### src/rtl/fcc_pkg.sv
// Purpose: constants and types for the flash charger control block
// Assumes: 100 MHz system clock
// Notes: one design module, fcc_top
// Notes on behaviour
// - flash gate follows the AND of both fire requests.
// - flash gate is blocked while any charge is still running, not only the first.
// - charging starts only on a charge-request rising edge above lockout.
// - a request already high at lockout release waits for a new edge.
// - switch stays on until peak current limit, then turns off at once.
// - next on-phase at flux reset or 18 us off-time expiry, first wins.
// - at target voltage switching stops until charge request toggles.
// - charge request low stops charging on the next clock, enters standby.
// - completion output pulls low once target voltage is reached.
// - completion output released while charge request is low.
// - gate enabled when request low, or high with completion asserted.
`default_nettype none
package fcc_pkg;
  localparam int unsigned CLK_HZ = 100_000_000;
  localparam int unsigned OFF_MAX_NS = 18_000;
  localparam int unsigned OFF_MAX_CYC =
      (OFF_MAX_NS / 10) * (CLK_HZ / 100_000_000);
  localparam int unsigned SYNC_W = 6;
  localparam logic [1:0] SYNC_RST = 2'h0;

  typedef enum logic [1:0] {
    FCC_STANDBY = 2'b00,
    FCC_ON      = 2'b01,
    FCC_OFF     = 2'b11,
    FCC_DONE    = 2'b10
  } fcc_state_e;

  // synchronised input bundle
  typedef struct packed {
    logic charge;
    logic fire_a;
    logic fire_b;
    logic lockout;
    logic peak;
    logic flux;
  } fcc_in_s;
endpackage
`default_nettype wire

### src/rtl/fcc_top.sv
// Purpose: digital sequencing of a flyback photoflash capacitor charger
// Assumes: single clock, synchronous active-low reset
// Notes: analog sensing arrives as comparator levels
`default_nettype none
module fcc_top
  import fcc_pkg::*;
#(
  parameter int unsigned OFF_CYC = OFF_MAX_CYC
) (
  input wire logic CLK_I, // system clock
  input wire logic RESET_N_I, // sync reset, active low
  input wire logic CHARGE_REQ_I, // host charge request
  input wire logic FIRE_REQUEST_A_I, // fire request a
  input wire logic FIRE_REQUEST_B_I, // fire request b
  input wire logic SUPPLY_LOCKOUT_FLAG_I, // high: supply below lockout
  input wire logic PEAK_LIMIT_PROGRAM_I, // primary current at peak limit
  input wire logic FLUX_RESET_I, // transformer flux reset seen
  input wire logic OUTPUT_SENSE_COMPARE_I, // output at target voltage
  output logic SWITCH_ON_O, // power switch gate
  output logic FLASH_GATE_O, // flash driver drive
  output logic DONE_O, // completion pin output level (always 0)
  output logic DONE_OE_O // completion pull-down enable
);
  initial begin
    if (OFF_CYC < 2 || OFF_CYC > 65535) begin
      $error("OFF_CYC out of range");
    end
  end

  // ------------------------------------------------------------
  // input synchronisers
  // ------------------------------------------------------------
  logic [SYNC_W-1:0] raw;
  logic [SYNC_W-1:0] next_s1, next_s2;
  logic [SYNC_W-1:0] s1, s2;
  fcc_in_s in_q;
  assign raw = {CHARGE_REQ_I, FIRE_REQUEST_A_I, FIRE_REQUEST_B_I,
                SUPPLY_LOCKOUT_FLAG_I, PEAK_LIMIT_PROGRAM_I, FLUX_RESET_I};
  assign in_q = fcc_in_s'(s2);

  always_comb begin
    next_s1 = raw;
    next_s2 = s1;
  end
  always_ff @(posedge CLK_I) begin
    if (!RESET_N_I) begin
      s1 <= '0;
      s2 <= '0;
    end else begin
      s1 <= next_s1;
      s2 <= next_s2;
    end
  end

  // target comparator gets its own synchroniser pair
  logic tgt_s1, tgt_s2;
  logic next_tgt_s1, next_tgt_s2;
  always_comb begin
    next_tgt_s1 = OUTPUT_SENSE_COMPARE_I;
    next_tgt_s2 = tgt_s1;
  end
  always_ff @(posedge CLK_I) begin
    if (!RESET_N_I) begin
      tgt_s1 <= 1'b0;
      tgt_s2 <= 1'b0;
    end else begin
      tgt_s1 <= next_tgt_s1;
      tgt_s2 <= next_tgt_s2;
    end
  end

  // ------------------------------------------------------------
  // sequencer
  // ------------------------------------------------------------
  fcc_state_e state, next_state;
  logic charge_d, next_charge_d;
  logic [15:0] off_cnt, next_off_cnt;
  logic rise;
  localparam logic [15:0] OFF_LAST = 16'(OFF_CYC - 1);

  // rising edge detected in lockout too, but acted on only when supply is fine; a request already high
  // when lockout releases shows no edge, so it waits for a new one
  assign rise = in_q.charge & ~charge_d;

  always_comb begin
    next_state = state;
    next_off_cnt = off_cnt;
    next_charge_d = in_q.charge;
    case (state)
      FCC_STANDBY: begin
        if (rise && !in_q.lockout) begin
          next_state = FCC_ON;
        end
      end
      FCC_ON: begin
        if (tgt_s2) begin
          next_state = FCC_DONE;
        end else if (in_q.peak) begin
          next_state = FCC_OFF;
          next_off_cnt = 16'h0000;
        end
      end
      FCC_OFF: begin
        next_off_cnt = off_cnt + 16'h0001;
        if (tgt_s2) begin
          next_state = FCC_DONE;
        end else if (in_q.flux || off_cnt == OFF_LAST) begin
          next_state = FCC_ON;
        end
      end
      FCC_DONE: begin
        next_state = FCC_DONE;
      end
      default: next_state = FCC_STANDBY;
    endcase
    if (!in_q.charge || in_q.lockout) begin
      next_state = FCC_STANDBY;
    end
  end

  always_ff @(posedge CLK_I) begin
    if (!RESET_N_I) begin
      state <= FCC_STANDBY;
      off_cnt <= 16'h0000;
      charge_d <= 1'b1; // no edge right after reset without a low first
    end else begin
      state <= next_state;
      off_cnt <= next_off_cnt;
      charge_d <= next_charge_d;
    end
  end

  // ------------------------------------------------------------
  // outputs
  // ------------------------------------------------------------
  logic done_q;
  assign done_q = (state == FCC_DONE);
  assign SWITCH_ON_O = (state == FCC_ON) & ~in_q.peak;
  assign DONE_O = 1'b0;
  assign DONE_OE_O = done_q & in_q.charge;
  // gate open when request low or done; blocks noise during charging
  assign FLASH_GATE_O = in_q.fire_a & in_q.fire_b &
                        (~in_q.charge | done_q);

  // ------------------------------------------------------------
  // checks
  // ------------------------------------------------------------
  // all checks except AST_SYNC and AST_TGT_SYNC look at the synchronised view, as the sequencer does

  AST_GATE_AND: assert property (
    @(posedge CLK_I) disable iff (!RESET_N_I)
    FLASH_GATE_O |-> (in_q.fire_a && in_q.fire_b))
    else $error("gate without both fire requests");

  AST_GATE_LOCK: assert property (
    @(posedge CLK_I) disable iff (!RESET_N_I)
    (in_q.charge && state != FCC_DONE) |-> !FLASH_GATE_O)
    else $error("gate open during charge");

  AST_START: assert property (
    @(posedge CLK_I) disable iff (!RESET_N_I)
    (state == FCC_STANDBY && rise && in_q.lockout)
    |=> state == FCC_STANDBY)
    else $error("start while supply below lockout");

  AST_START_EDGE: assert property (
    @(posedge CLK_I) disable iff (!RESET_N_I)
    (state == FCC_ON && $past(state) == FCC_STANDBY) |->
    ($past(rise) && !$past(in_q.lockout)))
    else $error("start without qualified edge");

  AST_NO_LEVEL: assert property (
    @(posedge CLK_I) disable iff (!RESET_N_I)
    (state == FCC_STANDBY && !rise) |=> state == FCC_STANDBY)
    else $error("start without edge");

  AST_PEAK_OFF: assert property (
    @(posedge CLK_I) disable iff (!RESET_N_I)
    in_q.peak |-> !SWITCH_ON_O)
    else $error("switch on at peak limit");

  AST_SW_STATE: assert property (
    @(posedge CLK_I) disable iff (!RESET_N_I)
    SWITCH_ON_O |-> state == FCC_ON)
    else $error("switch on outside on-phase");

  AST_OFF_MAX: assert property (
    @(posedge CLK_I) disable iff (!RESET_N_I)
    (state == FCC_OFF && off_cnt == OFF_LAST && in_q.charge &&
     !in_q.lockout && !tgt_s2) |=> state == FCC_ON)
    else $error("off-time timeout missed");

  AST_FLUX_ON: assert property (
    @(posedge CLK_I) disable iff (!RESET_N_I)
    (state == FCC_OFF && in_q.flux && in_q.charge &&
     !in_q.lockout && !tgt_s2) |=> state == FCC_ON)
    else $error("flux reset did not restart");

  AST_OFF_RESTART: assert property (
    @(posedge CLK_I) disable iff (!RESET_N_I)
    (state == FCC_ON && in_q.peak && in_q.charge &&
     !in_q.lockout && !tgt_s2) |=> (state == FCC_OFF && off_cnt == 16'h0000))
    else $error("off-time count not restarted");

  AST_OFF_BOUND: assert property (
    @(posedge CLK_I) disable iff (!RESET_N_I)
    state == FCC_OFF |-> off_cnt <= OFF_LAST)
    else $error("off-time count overran");

  AST_DONE_HOLD: assert property (
    @(posedge CLK_I) disable iff (!RESET_N_I)
    (state == FCC_DONE && in_q.charge && !in_q.lockout)
    |=> state == FCC_DONE)
    else $error("restart without toggle");

  AST_TGT_STOP: assert property (
    @(posedge CLK_I) disable iff (!RESET_N_I)
    (tgt_s2 && (state == FCC_ON || state == FCC_OFF) && in_q.charge &&
     !in_q.lockout) |=> state == FCC_DONE)
    else $error("switching went on at target");

  AST_STOP: assert property (
    @(posedge CLK_I) disable iff (!RESET_N_I)
    !in_q.charge |=> (state == FCC_STANDBY && !SWITCH_ON_O))
    else $error("charging not stopped");

  AST_LOCKOUT_STOP: assert property (
    @(posedge CLK_I) disable iff (!RESET_N_I)
    in_q.lockout |=> state == FCC_STANDBY)
    else $error("charging under lockout");

  AST_DONE_PIN: assert property (
    @(posedge CLK_I) disable iff (!RESET_N_I)
    DONE_OE_O == (in_q.charge && state == FCC_DONE))
    else $error("completion pin wrong");

  AST_DONE_LOW: assert property (
    @(posedge CLK_I) disable iff (!RESET_N_I)
    DONE_O == 1'b0)
    else $error("completion level not low");

  AST_GATE_TABLE: assert property (
    @(posedge CLK_I) disable iff (!RESET_N_I)
    (in_q.fire_a && in_q.fire_b && (!in_q.charge || DONE_OE_O))
    |-> FLASH_GATE_O)
    else $error("gate not enabled");

  AST_SYNC: assert property (
    @(posedge CLK_I) disable iff (!RESET_N_I)
    s2 == $past(s1))
    else $error("input synchroniser skipped a stage");

  AST_TGT_SYNC: assert property (
    @(posedge CLK_I) disable iff (!RESET_N_I)
    tgt_s2 == $past(tgt_s1))
    else $error("target synchroniser skipped a stage");
endmodule
`default_nettype wire

### config.mk
export PLATFORM = sky130hd
export DESIGN_NAME = fcc_top
export DESIGN_NICKNAME = d
export VERILOG_FILES = /design/src/rtl/fcc_pkg.sv /design/src/rtl/fcc_top.sv
export SDC_FILE = /design/constraint.sdc
export NUM_CORES = 1
export LEC_CHECK = 0
export BUFFER_PORTS_ARGS = -buffer_cell sky130_fd_sc_hd__clkbuf_2
export CAP_MARGIN = 20
export CORE_MARGIN = 2
export CORE_UTILIZATION = 45
export CTS_BUF_LIST = sky130_fd_sc_hd__clkbuf_8
export DETAILED_ROUTE_END_ITERATION = 6
export PLACE_DENSITY = 0.65
export SYNTH_ARGS = -nofsm -noshare
export SYNTH_HDL_FRONTEND = slang
export SYNTH_SLANG_ARGS = --single-unit
### constraint.sdc
create_clock -name CLK_I -period 1.69 [get_ports CLK_I]
set_input_delay 0.2535 -clock CLK_I [delete_from_list [all_inputs] [get_ports CLK_I]]
set_output_delay 0.2535 -clock CLK_I [all_outputs]
set_load 0.1 [all_outputs]
# ---- Yosys cells after proc, flatten, opt, wreduce, memory -nomap -nowiden
# Index checks and enable logic that the tools add are counted.
# W data, S select, Z words.
dict set report classes {
  add_sub_neg 1
  n_eq_ne 9
  mux 9
  bitwise_logic 10
  reduce_logical 10
}
# op n
set ops {}
lappend ops {{$mux W16} 2}
lappend ops {{$pmux W16 S2} 1}
lappend ops {{$add A16 B1 Y16 const B} 1}
lappend ops {{$eq A16 B11 Y1 const B} 1}
lappend ops {{$mux W2} 5}
lappend ops {{$pmux W2 S4} 1}
lappend ops {{$ne A2 B2 Y1 const B} 3}
lappend ops {{$ne A3 B3 Y1 const B} 2}
lappend ops {{$reduce_and A3 Y1} 2}
lappend ops {{$and A1 B1 Y1} 5}
lappend ops {{$eq A2 B2 Y1 const B} 2}
lappend ops {{$not A1 Y1} 4}
lappend ops {{$eq A2 B1 Y1 const B} 1}
lappend ops {{$logic_not A1 Y1} 2}
lappend ops {{$logic_not A2 Y1} 1}
lappend ops {{$logic_or A1 B1 Y1} 2}
lappend ops {{$reduce_bool A2 Y1} 1}
lappend ops {{$reduce_or A2 Y1} 1}
lappend ops {{$logic_and A1 B1 Y1} 1}
lappend ops {{$or A1 B1 Y1} 1}
dict set report totals {
  reg_bits 33
  inputBits 9
  out_inout_bits 4
  elab_cells 46
}

# ---- Depth between registers and ports, before layout
dict set report depth {
  word_depth 5
  mapped_depth 5
  mapped_depth_nobuf 5
}

# ---- Worst setup path before layout
# Ideal clock, no wire load.
dict set report synth_path {
  path_kind {register to output}
  startpoint {register state[0]}
  endpoint {output SWITCH_ON_O}
  arrival_ns 2.790
  t_required_ns 1.436
  path_slack_ns -1.353
  stages_incl_launch_ff 3
  n_path_buf 1
  path_cell_list {dfxtp_1 > clkbuf_1 > nor3b_1}
}
dict set report synth_via {
  elab_chain_len 2
}
# item line_no
set synth_lines {}
lappend synth_lines {{start: declaration} fcc_top.sv:75} ;# fcc_state_e state, next_state;
lappend synth_lines {{start signal: assignment} fcc_top.sv:127} ;# state <= next_state;
lappend synth_lines {{$eq A2 B1 Y1} fcc_top.sv:138} ;# assign SWITCH_ON_O = (state == FCC_ON) & ~in_q.peak;
lappend synth_lines {{$and A1 B1 Y1} fcc_top.sv:138}
lappend synth_lines {{end: declaration} fcc_top.sv:19} ;# output logic SWITCH_ON_O,
# Every way passes these cells.

# ---- Worst setup path in the final report
dict set report layout_path {
  startpoint {register state[0]}
  endpoint {output FLASH_GATE_O}
}
dict set report layout_via {
  elab_chain_len 3
}
# item line_no
set layout_lines {}
lappend layout_lines {{$eq A2 B2 Y1} fcc_top.sv:137} ;# assign done_q = (state == FCC_DONE);
lappend layout_lines {{$or A1 B1 Y1} fcc_top.sv:143} ;# (~in_q.charge | done_q);
lappend layout_lines {{$and A1 B1 Y1} fcc_top.sv:142} ;# assign FLASH_GATE_O = in_q.fire_a & in_q.fire_b &
lappend layout_lines {{end: declaration} fcc_top.sv:20} ;# output logic FLASH_GATE_O,
# Every way passes these cells.

==> impl_metrics.env <==
export IMPL_ys_ff_latch=33
export IMPL_core_rowCount=19
export IMPL_met1_usage_pct=19.73
export IMPL_ys_flop_type="dfxtp_1"
export IMPL_core_area_um2=2829
export IMPL_num_vias=1083
export IMPL_synth_top_area_cell="dfxtp_1"
export IMPL_grt_util_all_layers_pct=17.09
export IMPL_period_share_pct=97.38
export IMPL_finish_net_count=174
export IMPL_gp_congestion=0.7574
export IMPL_cp_arrival_ns=1.39
export IMPL_ctsHoldBuffers=0
export IMPL_post_place_cells=188
export IMPL_synth_edf_count=0
export IMPL_synth_top_cell_area_share_pct=48.35
export IMPL_routed_wl_mm=2.550
export IMPL_grt_overflow=0
export IMPL_finalMaxSlewViolations=0
export IMPL_period_needed_ns=1.646
export IMPL_startpoint_type="register"
export IMPL_grt_max_degree=18
export IMPL_start_util_pct=48.30
export IMPL_hold_violations=0
export IMPL_crit_path_end_kind="output pin"
export IMPL_drc=0
export IMPL_drive_above_1_share_pct=21.34
export IMPL_grt_met3_usage_pct=6.332
export IMPL_antenna_found_initial=0
export IMPL_cts_buffers_inserted=5
export IMPL_clockBufferDepth=2
export IMPL_worstSetupPathType="reg2out"
export IMPL_syn_nets=158
export IMPL_cap_viol_max_count=0
export IMPL_die_w_um=59.10
export IMPL_ant_nets=0
export IMPL_synth_cell_types=39
export IMPL_grt_pass1_vias=1004
export IMPL_cts_sinks=33
export IMPL_grt_pass1_wl_mm=4.319
export IMPL_portBuffers=11
export IMPL_leakage_nw=0.6075
export IMPL_synth_seq_area_share_pct=48.35
export IMPL_skew_ns=0.002216
export IMPL_dr_first_iter_drc_count=51
export IMPL_syn_inst=148
export IMPL_synth_warnings=0
export IMPL_area_delta_synth_final_pct=20.60
export IMPL_avgViaCountPerCell=5.554
export IMPL_cts_root_buf="clkbuf_8"
export IMPL_post_dp_cell_area_um2=1533
export IMPL_cts_clk_slew_worst_paths_ns=0.06
export IMPL_clock_latency_ns=0.29
export IMPL_top_usage_layer="met2"
export IMPL_powerDensity_nw_per_um2=952.2
export IMPL_die_area_um2=3493
export IMPL_irDropWorstVdd_v=0.0006097
export IMPL_cts_htree_levels=2
export IMPL_async_reset_ff_share_pct=0
export IMPL_dr_pass1_iters=4
export IMPL_layout_cells_non_filler=195
export IMPL_antenna_cells=0
export IMPL_synthTopCellsByArea="dfxtp_1 (48%), and2_1 (7.8%), a21oi_1 (4.4%)"
export IMPL_final_cell_area_um2=1648
export IMPL_cp_max_fo=9
export IMPL_syn_cell_area_um2=1366
export IMPL_critPathRequiredTime_ns=1.44
export IMPL_fp_dieH_um=59.10
export IMPL_dp_hpwl_mm=1.761
export IMPL_cts_tree="yes"
export IMPL_syn_avg_cell_area_um2=9.232
export IMPL_hold_class="in2reg"
export IMPL_setup_viol=0
export IMPL_rsz0062_at_grt="yes"
export IMPL_io_pins=13
export IMPL_max_freq_mhz=607.7
export IMPL_status="finished, final reports clean"
export IMPL_grt_met2_usage_pct=26.03
export IMPL_wl_per_cell_um=13.08
==> kinds of logic after synthesis <==
group	after synthesis	synth area share, %
compound gates	33	15.11
xor+xnor	5	3.206
fa+ha+maj	1	0.9156
buf+inv	13	4.579
flops	33	48.35
other cells	1	0.2745
simple gates	62	27.56
==> synthesized netlist by cell type, types with 2 or more instances <==
master / count
dfxtp_1: 33
nor3_1: 3
o21ai_0: 4
or4_1: 5
nor2_1: 9
clkbuf_1: 3
nand2_1: 6
nor4_1: 2
and3_1: 3
o31ai_1: 5
xor2_1: 2
o211ai_1: 3
nand4_1: 3
inv_1: 5
nand2b_1: 3
a21oi_1: 12
buf_2: 2
xnor2_1: 3
and2_1: 17
o21ai_1: 2
o21a_1: 2
or3_1: 3
nand3_1: 2
==> where the power goes <==
part / switching, W / internal [W]
clock network: 0.000282 / 0.000428
registers: 0.00000637 / 0.000795
logic: 0.0000360 / 0.0000217
==> layout make-up <==
type,instances,area [um^2]
Fill cell,259,1181
Multi-Input combinational cell,102,681.9
Sequential cell,33,663.1
Timing Repair Buffer,16,137.6
Clock buffer,5,68.82
Tap cell,31,38.79
Clock inverter,2,35.03
Inverter,6,22.52
==> what timing repair did <==
item / 4_1_cts / 5_1_grt
buffers inserted: 0 / 0
resized for setup: 0 / 5
endpoints found under the setup margin: 0 / 3
==> worst paths after layout <==
path,from,end,slack (ns),depth (start not counted)
worst min-delay path,FIRE_REQUEST_B_I,next_s2[3],0.17,2
worst max register to register,state[0],off_cnt[13],0.11,4
worst max-delay path,state[0],FLASH_GATE_O,0.04,4
worst min register to register,next_s2[1],in_q[1],0.43,1
==> flip-flops by register name, indices dropped and copies added (netlist names) <==
name,count
charge_d,1
in_q,6
next_s2,6
next_tgt_s2,1
off_cnt,16
state,2
tgt_s2,1
==> metrics by stage <==
step | total power [W] | utilization (%) | hold slack, ns | TNS [ns] | setup WS (ns)
floorplan | 0.0008596 | - | 0.3752 | -0.004276 | -0.004276
global placement | 0.0008759 | 54.18 | 0.4145 | 0 | 0.1037
detailed placement | 0.0008777 | 54.18 | 0.4184 | 0 | 0.07404
CTS | 0.001590 | 57.85 | 0.1570 | 0 | 0.02085
global route | 0.001631 | 58.25 | 0.1719 | -0.01034 | -0.01034
finish | 0.001569 | 58.25 | 0.1657 | 0 | 0.04435
==> worst max-delay path: stages (launching register included) <==
cell and delay [ns]:
dfxtp_1 0.34, buf_4 0.17, nand2b_2 0.22, a21oi_4 0.18, buf_12 0.19
==> routing by layer <==
layer | wire, um | vias up
li1 | - | 552
met1 | 1116 | 502
met2 | 1233 | 21
met3 | 126 | 8
met4 | 75 | 0
met5 | 0 | -
==> layout by cell type (no fill, tap or decap), types with 2 or more instances in the layout <==
cell	synthesis	final
dfxtp_1	33	31
and2_1	17	17
or3_1	3	3
and3_1	3	2
xnor2_1	3	3
buf_12	0	3
nand2_1	6	6
clkbuf_8	0	5
clkbuf_2	0	8
and3_4	1	2
o31ai_1	5	5
nor3_1	3	3
inv_1	5	5
nand3_1	2	2
o21a_1	2	2
o21ai_0	4	4
nor4_1	2	2
o211ai_1	3	3
a21oi_1	12	11
xor2_1	2	2
buf_4	1	5
o21ai_1	2	2
dfxtp_2	0	2
nand4_1	3	3
nor2_1	9	8
nand2b_1	3	2
or4_1	5	5
(Power assumes the default switching activity.)
